[config.mk]
export PLATFORM = sky130hd
export DESIGN_NAME = calendar_alarm_and_drift_trim
export DESIGN_NICKNAME = d
export VERILOG_FILES = /design/src/shared/alarm_trim_pkg.sv /design/src/calendar_alarm_and_drift_trim.sv
export SDC_FILE = /design/constraint.sdc
export NUM_CORES = 1
export LEC_CHECK = 0
export BUFFER_PORTS_ARGS = -buffer_cell sky130_fd_sc_hd__buf_2
export CAP_MARGIN = 15
export CORE_MARGIN = 1.5
export CORE_UTILIZATION = 45
export DETAILED_ROUTE_END_ITERATION = 6
export PLACE_DENSITY = 0.67
export SLEW_MARGIN = 20
export SYNTH_ARGS = -nofsm -noshare
export SYNTH_HDL_FRONTEND = slang
export SYNTH_SLANG_ARGS = --single-unit
export TNS_END_PERCENT = 50
[constraint.sdc]
create_clock -name sys_clk -period 3.3 [get_ports sys_clk]
set_input_delay 0.825 -clock sys_clk [delete_from_list [all_inputs] [get_ports sys_clk]]
set_output_delay 0.825 -clock sys_clk [all_outputs]
set_load 0.02 [all_outputs]
[src/shared/alarm_trim_pkg.sv]
// Register map, field layout and carrier types for the alarm and trim block.
package alarm_trim_pkg;
   localparam int DATA_W = 16;
   localparam int ADDR_W = 4;

   // Register offsets on the plain register port.
   localparam logic [ADDR_W-1:0] ADDR_ALARM_CONFIG = 4'h0;
   localparam logic [ADDR_W-1:0] ADDR_ALARM_WINDOW = 4'h1;
   localparam logic [ADDR_W-1:0] ADDR_CONFIG_TRIM = 4'h2;
   localparam logic [ADDR_W-1:0] ADDR_STATUS = 4'h3;

   // Alarm configuration register fields.
   localparam int CFG_ENABLE_BIT = 15;
   localparam int CFG_ENDLESS_BIT = 14;
   localparam int CFG_INTERVAL_MSB = 13;
   localparam int CFG_INTERVAL_LSB = 10;
   localparam int CFG_PTR_MSB = 9;
   localparam int CFG_PTR_LSB = 8;
   localparam int CFG_REPEAT_MSB = 7;
   localparam int CFG_REPEAT_LSB = 0;

   // Configuration and trim register fields.
   localparam int TRIM_UNLOCK_BIT = 13;
   localparam int TRIM_VALUE_MSB = 7;
   localparam int TRIM_VALUE_LSB = 0;
   localparam int TRIM_MULT_SHIFT = 2;
   localparam int TRIM_PULSE_W = 10;

   // Status register fields.
   localparam int STAT_PULSE_BIT = 0;
   localparam int STAT_ROLLOVER_BIT = 1;
   localparam int STAT_ENABLE_BIT = 2;

   // Implemented bits of the three alarm value registers.
   localparam logic [DATA_W-1:0] MASK_MONTH_DATE = 16'h1f3f;
   localparam logic [DATA_W-1:0] MASK_WEEKDAY_HOUR = 16'h073f;
   localparam logic [DATA_W-1:0] MASK_MINUTE_SECOND = 16'h7f7f;

   // Digit masks used for matching.
   localparam logic [DATA_W-1:0] MASK_SEC_UNITS = 16'h000f;
   localparam logic [DATA_W-1:0] MASK_MIN_UNITS_SEC = 16'h0f7f;
   localparam logic [DATA_W-1:0] MASK_HOUR_FIELD = 16'h003f;
   localparam logic [DATA_W-1:0] MASK_WEEKDAY_FIELD = 16'h0700;

   // Window pointer codes.
   localparam logic [1:0] PTR_MONTH_DATE = 2'h2;
   localparam logic [1:0] PTR_WEEKDAY_HOUR = 2'h1;
   localparam logic [1:0] PTR_MINUTE_SECOND = 2'h0;

   // Interval select codes.
   localparam logic [3:0] IVL_HALF_SECOND = 4'h0;
   localparam logic [3:0] IVL_SECOND = 4'h1;
   localparam logic [3:0] IVL_TEN_SECONDS = 4'h2;
   localparam logic [3:0] IVL_MINUTE = 4'h3;
   localparam logic [3:0] IVL_TEN_MINUTES = 4'h4;
   localparam logic [3:0] IVL_HOUR = 4'h5;
   localparam logic [3:0] IVL_DAY = 4'h6;
   localparam logic [3:0] IVL_WEEK = 4'h7;
   localparam logic [3:0] IVL_MONTH = 4'h8;
   localparam logic [3:0] IVL_YEAR = 4'h9;

   localparam logic [7:0] REPEAT_ZERO = 8'h00;
   localparam logic [7:0] REPEAT_WRAP = 8'hff;
   localparam logic [7:0] REPEAT_STEP = 8'h01;

   typedef struct packed {
      logic [ADDR_W-1:0] addr;
      logic [DATA_W-1:0] wdata;
      logic wr;
      logic rd;
   } reg_req_t;

   typedef struct packed {
      logic [DATA_W-1:0] month_date;
      logic [DATA_W-1:0] weekday_hour;
      logic [DATA_W-1:0] minute_second;
      logic second_half;
   } calendar_time_t;
endpackage : alarm_trim_pkg

[src/calendar_alarm_and_drift_trim.sv]
// Alarm match, repeat counter, alarm pulse and per-minute drift trim of a BCD calendar.
//
// What this block does
// - Month/date alarm holds month tens bit 12, units 11-8, date tens 5-4, units 3-0.
// - Weekday/hour alarm holds weekday 10-8, hour tens 5-4, hour units 3-0.
// - Minute/second alarm holds minute tens 14-12, units 11-8, second tens 6-4, units 3-0.
// - Unimplemented alarm bits read zero; alarm digits are not reset.
// - Month/date and weekday/hour writes are taken only while the write unlock is set.
// - Once a minute the signed trim times four is issued as a pulse correction.
// - Negative trim removes timebase pulses, positive trim adds them.
// - The final alarm of a sequence clears the alarm enable.
// - Interval select chooses half second up to one year period.
// - Repeat count zero with endless off gives one alarm, then disables.
// - Each alarm decrements the repeat count; at zero a last alarm disables.
// - Repeat count FFh gives up to 255 more alarms after the first.
// - With endless repeat set the count wraps from 00h to FFh and continues.
// - Every alarm event raises an alarm interrupt request.
// - The alarm pulse output toggles on each alarm event.
// - Reserved interval codes never produce an alarm.
// - Yearly alarm on February 29 fires only every fourth year.
// - A window pointer selects the alarm value register and steps down to zero.
//
// Added by the designer: the strobed register port and the placing of the registers.
`timescale 1ns/1ns
module calendar_alarm_and_drift_trim
   import alarm_trim_pkg::*;
(
   input wire logic sys_clk,
   input wire logic reset,
   input wire reg_req_t reg_req,
   output logic [DATA_W-1:0] reg_rdata,
   input wire calendar_time_t cal_time,
   input wire logic half_second_tick,
   input wire logic minute_tick,
   input wire logic rollover_window_flag,
   output logic alarm_irq,
   output logic alarm_pulse,
   output logic trim_apply,
   output logic signed [TRIM_PULSE_W-1:0] trim_pulses
);
   logic [DATA_W-1:0] alarm_month_date_value_reg;
   logic [DATA_W-1:0] alarm_weekday_hour_value_reg;
   logic [DATA_W-1:0] alarm_minute_second_value_reg;
   logic alarm_enable_reg;
   logic endless_repeat_reg;
   logic [3:0] alarm_interval_select_reg;
   logic [1:0] alarm_window_pointer_reg;
   logic [7:0] alarm_repeat_count_reg;
   logic clock_write_unlock_reg;
   logic [7:0] drift_trim_value_reg;
   logic [DATA_W-1:0] window_value;
   logic [DATA_W-1:0] cfg_value;
   logic [DATA_W-1:0] trim_value;
   logic [DATA_W-1:0] status_value;
   logic [DATA_W-1:0] read_next;
   logic cfg_wr;
   logic window_wr;
   logic window_access;
   logic trim_wr;
   logic alarm_match;
   logic alarm_event;
   logic final_alarm;

   assign cfg_wr = reg_req.wr && (reg_req.addr == ADDR_ALARM_CONFIG);
   assign window_wr = reg_req.wr && (reg_req.addr == ADDR_ALARM_WINDOW);
   assign window_access = (reg_req.wr || reg_req.rd) && (reg_req.addr == ADDR_ALARM_WINDOW);
   assign trim_wr = reg_req.wr && (reg_req.addr == ADDR_CONFIG_TRIM);

   always_ff @(posedge sys_clk)
   begin
      if (window_wr && clock_write_unlock_reg
          && alarm_window_pointer_reg == PTR_MONTH_DATE)
      begin
         alarm_month_date_value_reg <= reg_req.wdata & MASK_MONTH_DATE;
      end
   end

   always_ff @(posedge sys_clk)
   begin
      if (window_wr && clock_write_unlock_reg
          && alarm_window_pointer_reg == PTR_WEEKDAY_HOUR)
      begin
         alarm_weekday_hour_value_reg <= reg_req.wdata & MASK_WEEKDAY_HOUR;
      end
   end

   always_ff @(posedge sys_clk)
   begin
      if (window_wr && alarm_window_pointer_reg == PTR_MINUTE_SECOND)
      begin
         alarm_minute_second_value_reg <= reg_req.wdata & MASK_MINUTE_SECOND;
      end
   end

   // Interval and endless repeat settings.
   always_ff @(posedge sys_clk)
   begin
      if (reset)
      begin
         endless_repeat_reg <= 1'b0;
         alarm_interval_select_reg <= IVL_HALF_SECOND;
      end
      else if (cfg_wr)
      begin
         endless_repeat_reg <= reg_req.wdata[CFG_ENDLESS_BIT];
         alarm_interval_select_reg <= reg_req.wdata[CFG_INTERVAL_MSB:CFG_INTERVAL_LSB];
      end
   end

   // Window pointer load and step down.
   always_ff @(posedge sys_clk)
   begin
      if (reset)
      begin
         alarm_window_pointer_reg <= PTR_MINUTE_SECOND;
      end
      else if (cfg_wr)
      begin
         alarm_window_pointer_reg <= reg_req.wdata[CFG_PTR_MSB:CFG_PTR_LSB];
      end
      else if (window_access && alarm_window_pointer_reg != PTR_MINUTE_SECOND)
      begin
         alarm_window_pointer_reg <= alarm_window_pointer_reg - 2'h1;
      end
   end

   always_comb
   begin
      alarm_match = 1'b0;
      unique case (alarm_interval_select_reg)
         IVL_HALF_SECOND: alarm_match = 1'b1;
         IVL_SECOND: alarm_match = !cal_time.second_half;
         IVL_TEN_SECONDS: alarm_match = !cal_time.second_half
            && ((cal_time.minute_second & MASK_SEC_UNITS)
                == (alarm_minute_second_value_reg & MASK_SEC_UNITS));
         IVL_MINUTE: alarm_match = !cal_time.second_half
            && ((cal_time.minute_second & MASK_MINUTE_SECOND[7:0])
                == (alarm_minute_second_value_reg & MASK_MINUTE_SECOND[7:0]));
         IVL_TEN_MINUTES: alarm_match = !cal_time.second_half
            && ((cal_time.minute_second & MASK_MIN_UNITS_SEC)
                == (alarm_minute_second_value_reg & MASK_MIN_UNITS_SEC));
         IVL_HOUR: alarm_match = !cal_time.second_half
            && (cal_time.minute_second == alarm_minute_second_value_reg);
         IVL_DAY: alarm_match = !cal_time.second_half
            && (cal_time.minute_second == alarm_minute_second_value_reg)
            && ((cal_time.weekday_hour & MASK_HOUR_FIELD)
                == (alarm_weekday_hour_value_reg & MASK_HOUR_FIELD));
         IVL_WEEK: alarm_match = !cal_time.second_half
            && (cal_time.minute_second == alarm_minute_second_value_reg)
            && (cal_time.weekday_hour == alarm_weekday_hour_value_reg);
         IVL_MONTH: alarm_match = !cal_time.second_half
            && (cal_time.minute_second == alarm_minute_second_value_reg)
            && ((cal_time.weekday_hour & MASK_HOUR_FIELD)
                == (alarm_weekday_hour_value_reg & MASK_HOUR_FIELD))
            && ((cal_time.month_date & MASK_HOUR_FIELD)
                == (alarm_month_date_value_reg & MASK_HOUR_FIELD));
         // Full date match makes February 29 a leap-year event.
         IVL_YEAR: alarm_match = !cal_time.second_half
            && (cal_time.minute_second == alarm_minute_second_value_reg)
            && ((cal_time.weekday_hour & MASK_HOUR_FIELD)
                == (alarm_weekday_hour_value_reg & MASK_HOUR_FIELD))
            && (cal_time.month_date == alarm_month_date_value_reg);
         default: alarm_match = 1'b0;
      endcase
   end

   assign alarm_event = half_second_tick && alarm_enable_reg && alarm_match;
   assign final_alarm = (alarm_repeat_count_reg == REPEAT_ZERO) && !endless_repeat_reg;

   // Enable cleared by the final alarm.
   always_ff @(posedge sys_clk)
   begin
      if (reset)
      begin
         alarm_enable_reg <= 1'b0;
      end
      else if (alarm_event && final_alarm)
      begin
         alarm_enable_reg <= 1'b0;
      end
      else if (cfg_wr)
      begin
         alarm_enable_reg <= reg_req.wdata[CFG_ENABLE_BIT];
      end
   end

   always_ff @(posedge sys_clk)
   begin
      if (reset)
      begin
         alarm_repeat_count_reg <= REPEAT_ZERO;
      end
      else if (alarm_event)
      begin
         if (alarm_repeat_count_reg != REPEAT_ZERO)
         begin
            alarm_repeat_count_reg <= alarm_repeat_count_reg - REPEAT_STEP;
         end
         else if (endless_repeat_reg)
         begin
            alarm_repeat_count_reg <= REPEAT_WRAP;
         end
      end
      else if (cfg_wr)
      begin
         alarm_repeat_count_reg <= reg_req.wdata[CFG_REPEAT_MSB:CFG_REPEAT_LSB];
      end
   end

   always_ff @(posedge sys_clk)
   begin
      if (reset)
      begin
         alarm_irq <= 1'b0;
      end
      else
      begin
         alarm_irq <= alarm_event;
      end
   end

   always_ff @(posedge sys_clk)
   begin
      if (reset)
      begin
         alarm_pulse <= 1'b0;
      end
      else if (alarm_event)
      begin
         alarm_pulse <= !alarm_pulse;
      end
   end

   // Write unlock and trim value.
   always_ff @(posedge sys_clk)
   begin
      if (reset)
      begin
         clock_write_unlock_reg <= 1'b0;
         drift_trim_value_reg <= REPEAT_ZERO;
      end
      else if (trim_wr)
      begin
         clock_write_unlock_reg <= reg_req.wdata[TRIM_UNLOCK_BIT];
         drift_trim_value_reg <= reg_req.wdata[TRIM_VALUE_MSB:TRIM_VALUE_LSB];
      end
   end

   always_ff @(posedge sys_clk)
   begin
      if (reset)
      begin
         trim_apply <= 1'b0;
         trim_pulses <= '0;
      end
      else
      begin
         trim_apply <= minute_tick;
         if (minute_tick)
         begin
            // Sign kept, so negative removes pulses.
            trim_pulses <= TRIM_PULSE_W'($signed(drift_trim_value_reg)) <<< TRIM_MULT_SHIFT;
         end
      end
   end

   // Window selection with zero for unimplemented slot.
   always_comb
   begin
      unique case (alarm_window_pointer_reg)
         PTR_MONTH_DATE: window_value = alarm_month_date_value_reg;
         PTR_WEEKDAY_HOUR: window_value = alarm_weekday_hour_value_reg;
         PTR_MINUTE_SECOND: window_value = alarm_minute_second_value_reg;
         default: window_value = '0;
      endcase
   end

   always_comb
   begin
      cfg_value = '0;
      cfg_value[CFG_ENABLE_BIT] = alarm_enable_reg;
      cfg_value[CFG_ENDLESS_BIT] = endless_repeat_reg;
      cfg_value[CFG_INTERVAL_MSB:CFG_INTERVAL_LSB] = alarm_interval_select_reg;
      cfg_value[CFG_PTR_MSB:CFG_PTR_LSB] = alarm_window_pointer_reg;
      cfg_value[CFG_REPEAT_MSB:CFG_REPEAT_LSB] = alarm_repeat_count_reg;
      trim_value = '0;
      trim_value[TRIM_UNLOCK_BIT] = clock_write_unlock_reg;
      trim_value[TRIM_VALUE_MSB:TRIM_VALUE_LSB] = drift_trim_value_reg;
      status_value = '0;
      status_value[STAT_PULSE_BIT] = alarm_pulse;
      status_value[STAT_ROLLOVER_BIT] = rollover_window_flag;
      status_value[STAT_ENABLE_BIT] = alarm_enable_reg;
   end

   always_comb
   begin
      unique case (reg_req.addr)
         ADDR_ALARM_CONFIG: read_next = cfg_value;
         ADDR_ALARM_WINDOW: read_next = window_value;
         ADDR_CONFIG_TRIM: read_next = trim_value;
         ADDR_STATUS: read_next = status_value;
         default: read_next = '0;
      endcase
   end

   // Read data one cycle after the strobe, zero otherwise.
   always_ff @(posedge sys_clk)
   begin
      if (reset || !reg_req.rd)
      begin
         reg_rdata <= '0;
      end
      else
      begin
         reg_rdata <= read_next;
      end
   end
endmodule : calendar_alarm_and_drift_trim

**Word-level counts from Yosys, hierarchy flattened**

Index checks and enable logic that the tools add are counted.

- Flip-flop bits (word level): 86
- Logic and storage cells: 86
- Bits of input ports: 76
- Output and inout bits: 29

- Eq/ne operators: 23
- Reductions and logical operators: 37
- Add/sub/neg operators: 2
- Muxes and demuxes: 9

Operator list:

| kind | count |
|---|---|
| one-hot mux 16 bit (4 select lines) | 1 |
| one-hot mux 15 bit (3 select lines) | 1 |
| two-way mux 8 bit | 4 |
| logical AND 1 bit | 21 |
| equality test 16 x 11 -> 1 bit | 1 |
| equality test 16 x 13 -> 1 bit | 1 |
| equality test 16 x 15 -> 1 bit | 1 |
| equality test 4 x 2 -> 1 bit, second input constant | 4 |
| equality test 4 x 3 -> 1 bit, second input constant | 4 |
| equality test 6 bit | 2 |
| equality test 11 bit | 1 |
| one-hot mux 1 bit (10 select lines) | 1 |
| equality test 4 x 1 -> 1 bit, second input constant | 2 |
| equality test 4 bit, second input constant | 2 |
| logical NOT 4 bit | 2 |
| logical NOT 8 bit | 1 |
| nonzero test 8 bit | 1 |
| subtractor 8 x 1 -> 8 bit, second input constant | 1 |
| equality test 7 bit | 1 |
| nonzero test 2 bit | 3 |
| equality test 4 bit | 1 |
| logical NOT 1 bit | 4 |
| two-way mux 2 bit | 2 |
| inequality test 3 x 2 -> 1 bit, second input constant | 1 |
| 7 further kinds | 8 |

**Depth between registers and ports, before layout**

- Depth after elaboration: 8
- Depth in mapped cells: 8

**Worst setup path after synthesis**

Ideal clock, no wire load.

- Path kind: input -> register
- Start: input port cal_time[24] in the netlist's numbering
- End: register alarm_pulse
- Arrival time: 2,456 ps
- Path slack: 722 ps
- Stages on the path: 7
- Required time: 3,179 ps
- Setup time: 121 ps
- Cells stage by stage: or4_4 nor4_2 nand4_1 a31o_1 o21ai_2 buf_6 mux2_4

- Word-level cells in the longest chain between the ends: 4

Ends and longest elaborated chain:

| item | line | text |
|---|---|---|
| from (decl) | calendar_alarm_and_drift_trim.sv:32 | `input wire calendar_time_t cal_time,` |
| equality test 16 x 11 -> 1 bit | calendar_alarm_and_drift_trim.sv:150 | `&& (cal_time.weekday_hour == alarm_weekday_hour_value_reg);` |
| logical AND 1 bit | calendar_alarm_and_drift_trim.sv:150 |  |
| one-hot mux 1 bit (10 select lines) | calendar_alarm_and_drift_trim.sv:130 | `unique case (alarm_interval_select_reg)` |
| logical AND 1 bit | calendar_alarm_and_drift_trim.sv:167 | `assign alarm_event = half_second_tick && alarm_enable_reg && alarm_match;` |
| to (signal assigned) | calendar_alarm_and_drift_trim.sv:230 | `alarm_pulse <= !alarm_pulse;` |
| to (decl) | calendar_alarm_and_drift_trim.sv:37 | `output logic alarm_pulse,` |

No other way between the ends.
A chain may end at the register's enable or synchronous reset.

**Final worst setup path**

- Start: input port cal_time[24] in the netlist's numbering
- End: register alarm_repeat_count_reg[3]

- Word-level cells in the longest chain between the ends: 6
- Elaborated cells between the ends (all ways): 8
- Those cells by class: 2 x eq/ne; 2 x mux; 4 x reduce/logical

Ends and longest elaborated chain:

| item | line | text |
|---|---|---|
| equality test 16 x 11 -> 1 bit * | calendar_alarm_and_drift_trim.sv:150 |  |
| logical AND 1 bit * | calendar_alarm_and_drift_trim.sv:150 |  |
| one-hot mux 1 bit (10 select lines) * | calendar_alarm_and_drift_trim.sv:130 |  |
| logical AND 1 bit * | calendar_alarm_and_drift_trim.sv:167 |  |
| inequality test 3 x 2 -> 1 bit (no line) or nonzero test 2 bit (tied branches) | -- |  |
| AND reduction 2 bit (no line) | -- |  |
| to (signal assigned) | calendar_alarm_and_drift_trim.sv:197 | `alarm_repeat_count_reg <= alarm_repeat_count_reg - REPEAT_STEP;` |
| to (signal assigned) | calendar_alarm_and_drift_trim.sv:206 | `alarm_repeat_count_reg <= reg_req.wdata[CFG_REPEAT_MSB:CFG_REPEAT_LSB];` |
| to (decl) | calendar_alarm_and_drift_trim.sv:48 | `logic [7:0] alarm_repeat_count_reg;` |

Mark *: on every way between the ends. The rest lies on a longest branch, timed or not.

==> summary.md <==
| Metric | Value |
|---|---|
| P per Cell Area | `slightly above 400 nW/um^2` |
| Buffer levels on the longest clock path | `2` |
| Setup slack of the worst register-to-register path | `just over 1000 ps` |
| Die Y-Extent | `between 90 and 100 um` |
| Post-Route Utilization | `between 50 and 60%` |
| Number of cells on the worst reg-to-reg path | `7` |
| Per-cell routed wire length | `roughly 18 um` |
| Overall Global Routing Usage | `a little under a quarter` |
| Design area | `4860 sq um` |
| Status | `complete, no violations` |
| Post-layout minimum cycle time | `about 2500 ps` |
| Most frequent cell after synthesis | `sky130_fd_sc_hd__nor2_1` |
| DP HPWL | `7880 um` |
| Number of placed cells counting well taps | `600` |
| Number of H-tree levels | `3` |
| Clk_skew | `between 10 and 15 ps` |
| Worst endpoint data arrival time | `2760 ps` |
| Most used standard cells in the synthesized netlist | `sky130_fd_sc_hd__nor2_1 (53), sky130_fd_sc_hd__dfxtp_1 (52), sky130_fd_sc_hd__nand2_1 (44)` |
| Vias in the first global route | `~3,300` |
| Clock Tree Root | `sky130_fd_sc_hd__clkbuf_8` |
| Vias | `~3,400` |
| Effective utilization at floorplan | `between 40 and 50%` |
| Area delta synth->final | `18.9%` |
| Final max-slew violation count | `0` |
| Clock transition at path regs | `90 ps` |
| Crit path capture type | `flip-flop` |
| Per-cell via count in the routed design | `~5.6` |
| Setup repair after global routing missed its margin | `false` |
| Final Hold Viols | `0` |
| Worst ir drop on vdd | `between 150 and 200 uV` |
| Fraction of final layout cells with drive strength greater than 1 | `~28%` |
| Tightest Pin Transition | `~680 ps` |
| Part of the Yosys area used for sequential elements | `roughly 50%` |
| Critical-path maximum fanout | `11` |
| Final net count | `585` |
| Cells resized by post-CTS repair | `0` |
| Number of setup violations in the final report | `0` |
| Wire length of the first global-routing pass | `between 15,000 and 20,000 um` |
| End point of the most critical hold path | `drift_trim_value_reg[2]` |
| Syn. warnings | `0` |
| Number of cells traversed by the worst hold path | `2` |
| Number of standard-cell rows in the floorplan | `34` |
| Die X | `about 100 um` |
| Leak | `roughly 1.9 nW` |
| Filler instances | `approximately 780` |
| Gate count of the mapped netlist | `just over 400` |
| First-pass iteration count of the detailed router | `5` |
| Nature of the critical path startpoint | `input pin` |
| Synth area leader | `sky130_fd_sc_hd__dfxtp_1` |
| CTS tree | `built` |
| Number of distinct library cell variants in the gate-level netlist after synthesis | `50` |
| Final weighted congestion in routability-driven placement | `around 0.9` |
| Pin count of the biggest net entering global routing | `43` |
| Count of antenna diodes in the layout | `0` |
| WHS | `485 ps` |
| Number of enable flip-flop cells after synthesis | `34` |
| PortBufs | `a little over 100` |
| Mean instance size in the synthesized netlist | `between 10 and 15 sq um` |
| Path type of the worst min-delay path | `flip-flop to flip-flop` |
| Max-capacitance violation count | `0` |
| Die Outline Area | `9670 sq um` |
| Sum of overflow across all layers after global routing | `0` |
| FFs w/ async S/R, synth | `0%` |
| Setup TNS | `0 ps` |
| Sum of internal, switching and leakage power | `a little under 2 mW` |
| Count of routing violations after the opening detailed-route iteration | `roughly 240` |
| Setup CP Type | `input pin to flip-flop` |
| CTS Sinks | `between 80 and 90` |
| Reg2Reg Launch Point | `alarm_minute_second_value_reg[11]` |
| Drc violations | `0` |
| Finished Layout Cells | `slightly above 600` |
| Critical hold path startpoint | `drift_trim_value_reg[2]` |
| Initial antenna violation count | `0` |
| I/O pin count | `approximately 110` |
| Count of state elements after synthesis | `86` |
| Highest Clock Rate | `between 300 and 400 MHz` |
| Placement-stage worst setup slack | `around 410 ps` |
| Post CTS Setup Buffer Count | `0` |
| Crit path setup slack, layout | `between 700 and 800 ps` |
| Predominant post-synthesis flop cell | `sky130_fd_sc_hd__dfxtp_1` |
| Total standard cell area after synthesis | `just over 4000 sq um` |
| Final cycle utilization of the critical path | `between 70 and 80%` |
| Required arrival time at the worst endpoint | `between 3000 and 4000 ps` |
| Area of the placeable core | `~9000 sq um` |
| Placed Instance Area | `between 4000 and 5000 sq um` |
| Area fraction of the dominant cell type after synthesis | `25.4%` |
| Number of buffers inserted for hold repair after clock tree synthesis | `0` |
| Relative slew slack | `a little over half` |
| Clock latency of the later-clocked register in the worst-skew pair | `360 ps` |
| Number of nets with antenna violations after routing | `0` |
| Post-Route WL | `around 11,000 um` |
| Max FFs per register | `16` |
| Reg-to-Reg End | `alarm_repeat_count_reg[3]` |
| Number of buffers created by CTS | `9` |
| Cell types occupying the most area after synthesis | `sky130_fd_sc_hd__dfxtp_1 (25%), sky130_fd_sc_hd__edfxtp_1 (25%), sky130_fd_sc_hd__xnor2_1 (6.6%), sky130_fd_sc_hd__nor2_1 (4.9%), sky130_fd_sc_hd__nand2_1 (4.0%)` |
[layout make-up]
cell class,instances,area (sq um),share of cell area (%)
clock buffer,10,138,2.83
clock inverter,6,37.5,0.772
inverter,6,22.5,0.463
multi-input combinational,290,1900,39.0
sequential,86,2060,42.4
tap,108,135,2.78
timing repair buffer,110,571,11.7
[cell families (layout without fill, tap and decap cells)]
kind of cell    count (synthesis)  after routing  synth area share, %
xor+xnor                       39             39                 8.35
simple gates                  149            149                 17.7
mux                            17             17                 4.80
other cells                     1              2               0.0917
compound gates                 77             77                 13.5
flops                          86             86                 50.4
fa+ha+maj                       6              6                 1.83
buf+inv                        30            132                 3.27
[cell usage in the layout (no fill, tap or decap), types with 3 or more instances in the layout]
cell / count
sky130_fd_sc_hd__nand4_1: 6
sky130_fd_sc_hd__nor2_1: 53
sky130_fd_sc_hd__a21oi_1: 32
sky130_fd_sc_hd__xnor2_1: 31
sky130_fd_sc_hd__edfxtp_1: 34
sky130_fd_sc_hd__mux2_4: 5
sky130_fd_sc_hd__a221oi_1: 4
sky130_fd_sc_hd__o211ai_1: 3
sky130_fd_sc_hd__xor2_1: 8
sky130_fd_sc_hd__buf_4: 8
sky130_fd_sc_hd__nand2_1: 44
sky130_fd_sc_hd__buf_2: 102
sky130_fd_sc_hd__nor3_1: 3
sky130_fd_sc_hd__a211oi_1: 7
sky130_fd_sc_hd__nor4_1: 4
sky130_fd_sc_hd__nor2b_1: 4
sky130_fd_sc_hd__inv_1: 6
sky130_fd_sc_hd__nand3_1: 16
sky130_fd_sc_hd__o21ai_0: 4
sky130_fd_sc_hd__dfxtp_1: 52
sky130_fd_sc_hd__a222oi_1: 11
sky130_fd_sc_hd__ha_1: 6
sky130_fd_sc_hd__clkbuf_8: 10
sky130_fd_sc_hd__a22oi_1: 4
sky130_fd_sc_hd__mux2i_1: 11
[power breakdown]
| group | switching (mW) | internal [mW] |
|---|---|---|
| sequential | 0.00824 | 1.11 |
| clock | 0.374 | 0.290 |
| combinational | 0.107 | 0.0802 |
| total | 0.490 | 1.48 |
[layer usage]
| metal | vias up | routed length, um | track usage, % |
|---|---|---|---|
| li1 | 1655 | - | - |
| met1 | 1615 | 4730 | 30.6 |
| met2 | 139 | 5090 | 35.9 |
| met3 | 21 | 783 | 3.51 |
| met4 | 0 | 221 | 10.9 |
| met5 | - | 0 | 0 |
[how the worst max path moves through the flow]
| stage | from | cells past startpoint | endpoint | slack (ps) |
|---|---|---|---|---|
| after floorplan | cal_time[24] | 7 | alarm_pulse | 720 |
| after global placement | cal_time[24] | 8 | alarm_repeat_count_reg[3] | 410 |
| after detailed placement | cal_time[24] | 8 | alarm_repeat_count_reg[3] | 410 |
| after CTS | cal_time[24] | 8 | alarm_repeat_count_reg[3] | 790 |
| after global routing | cal_time[24] | 8 | alarm_repeat_count_reg[3] | 690 |
| final | cal_time[24] | 8 | alarm_repeat_count_reg[3] | 790 |
[worst max-delay path, cell delays in order]
cell,delay [ps]
sky130_fd_sc_hd__buf_2,90
sky130_fd_sc_hd__or4_4,520
sky130_fd_sc_hd__nor4_2,150
sky130_fd_sc_hd__nand4_1,150
sky130_fd_sc_hd__a31o_1,310
sky130_fd_sc_hd__o21ai_2,150
sky130_fd_sc_hd__buf_4,220
sky130_fd_sc_hd__mux2_2,350
Note: power is estimated with default switching activity, not from simulation.
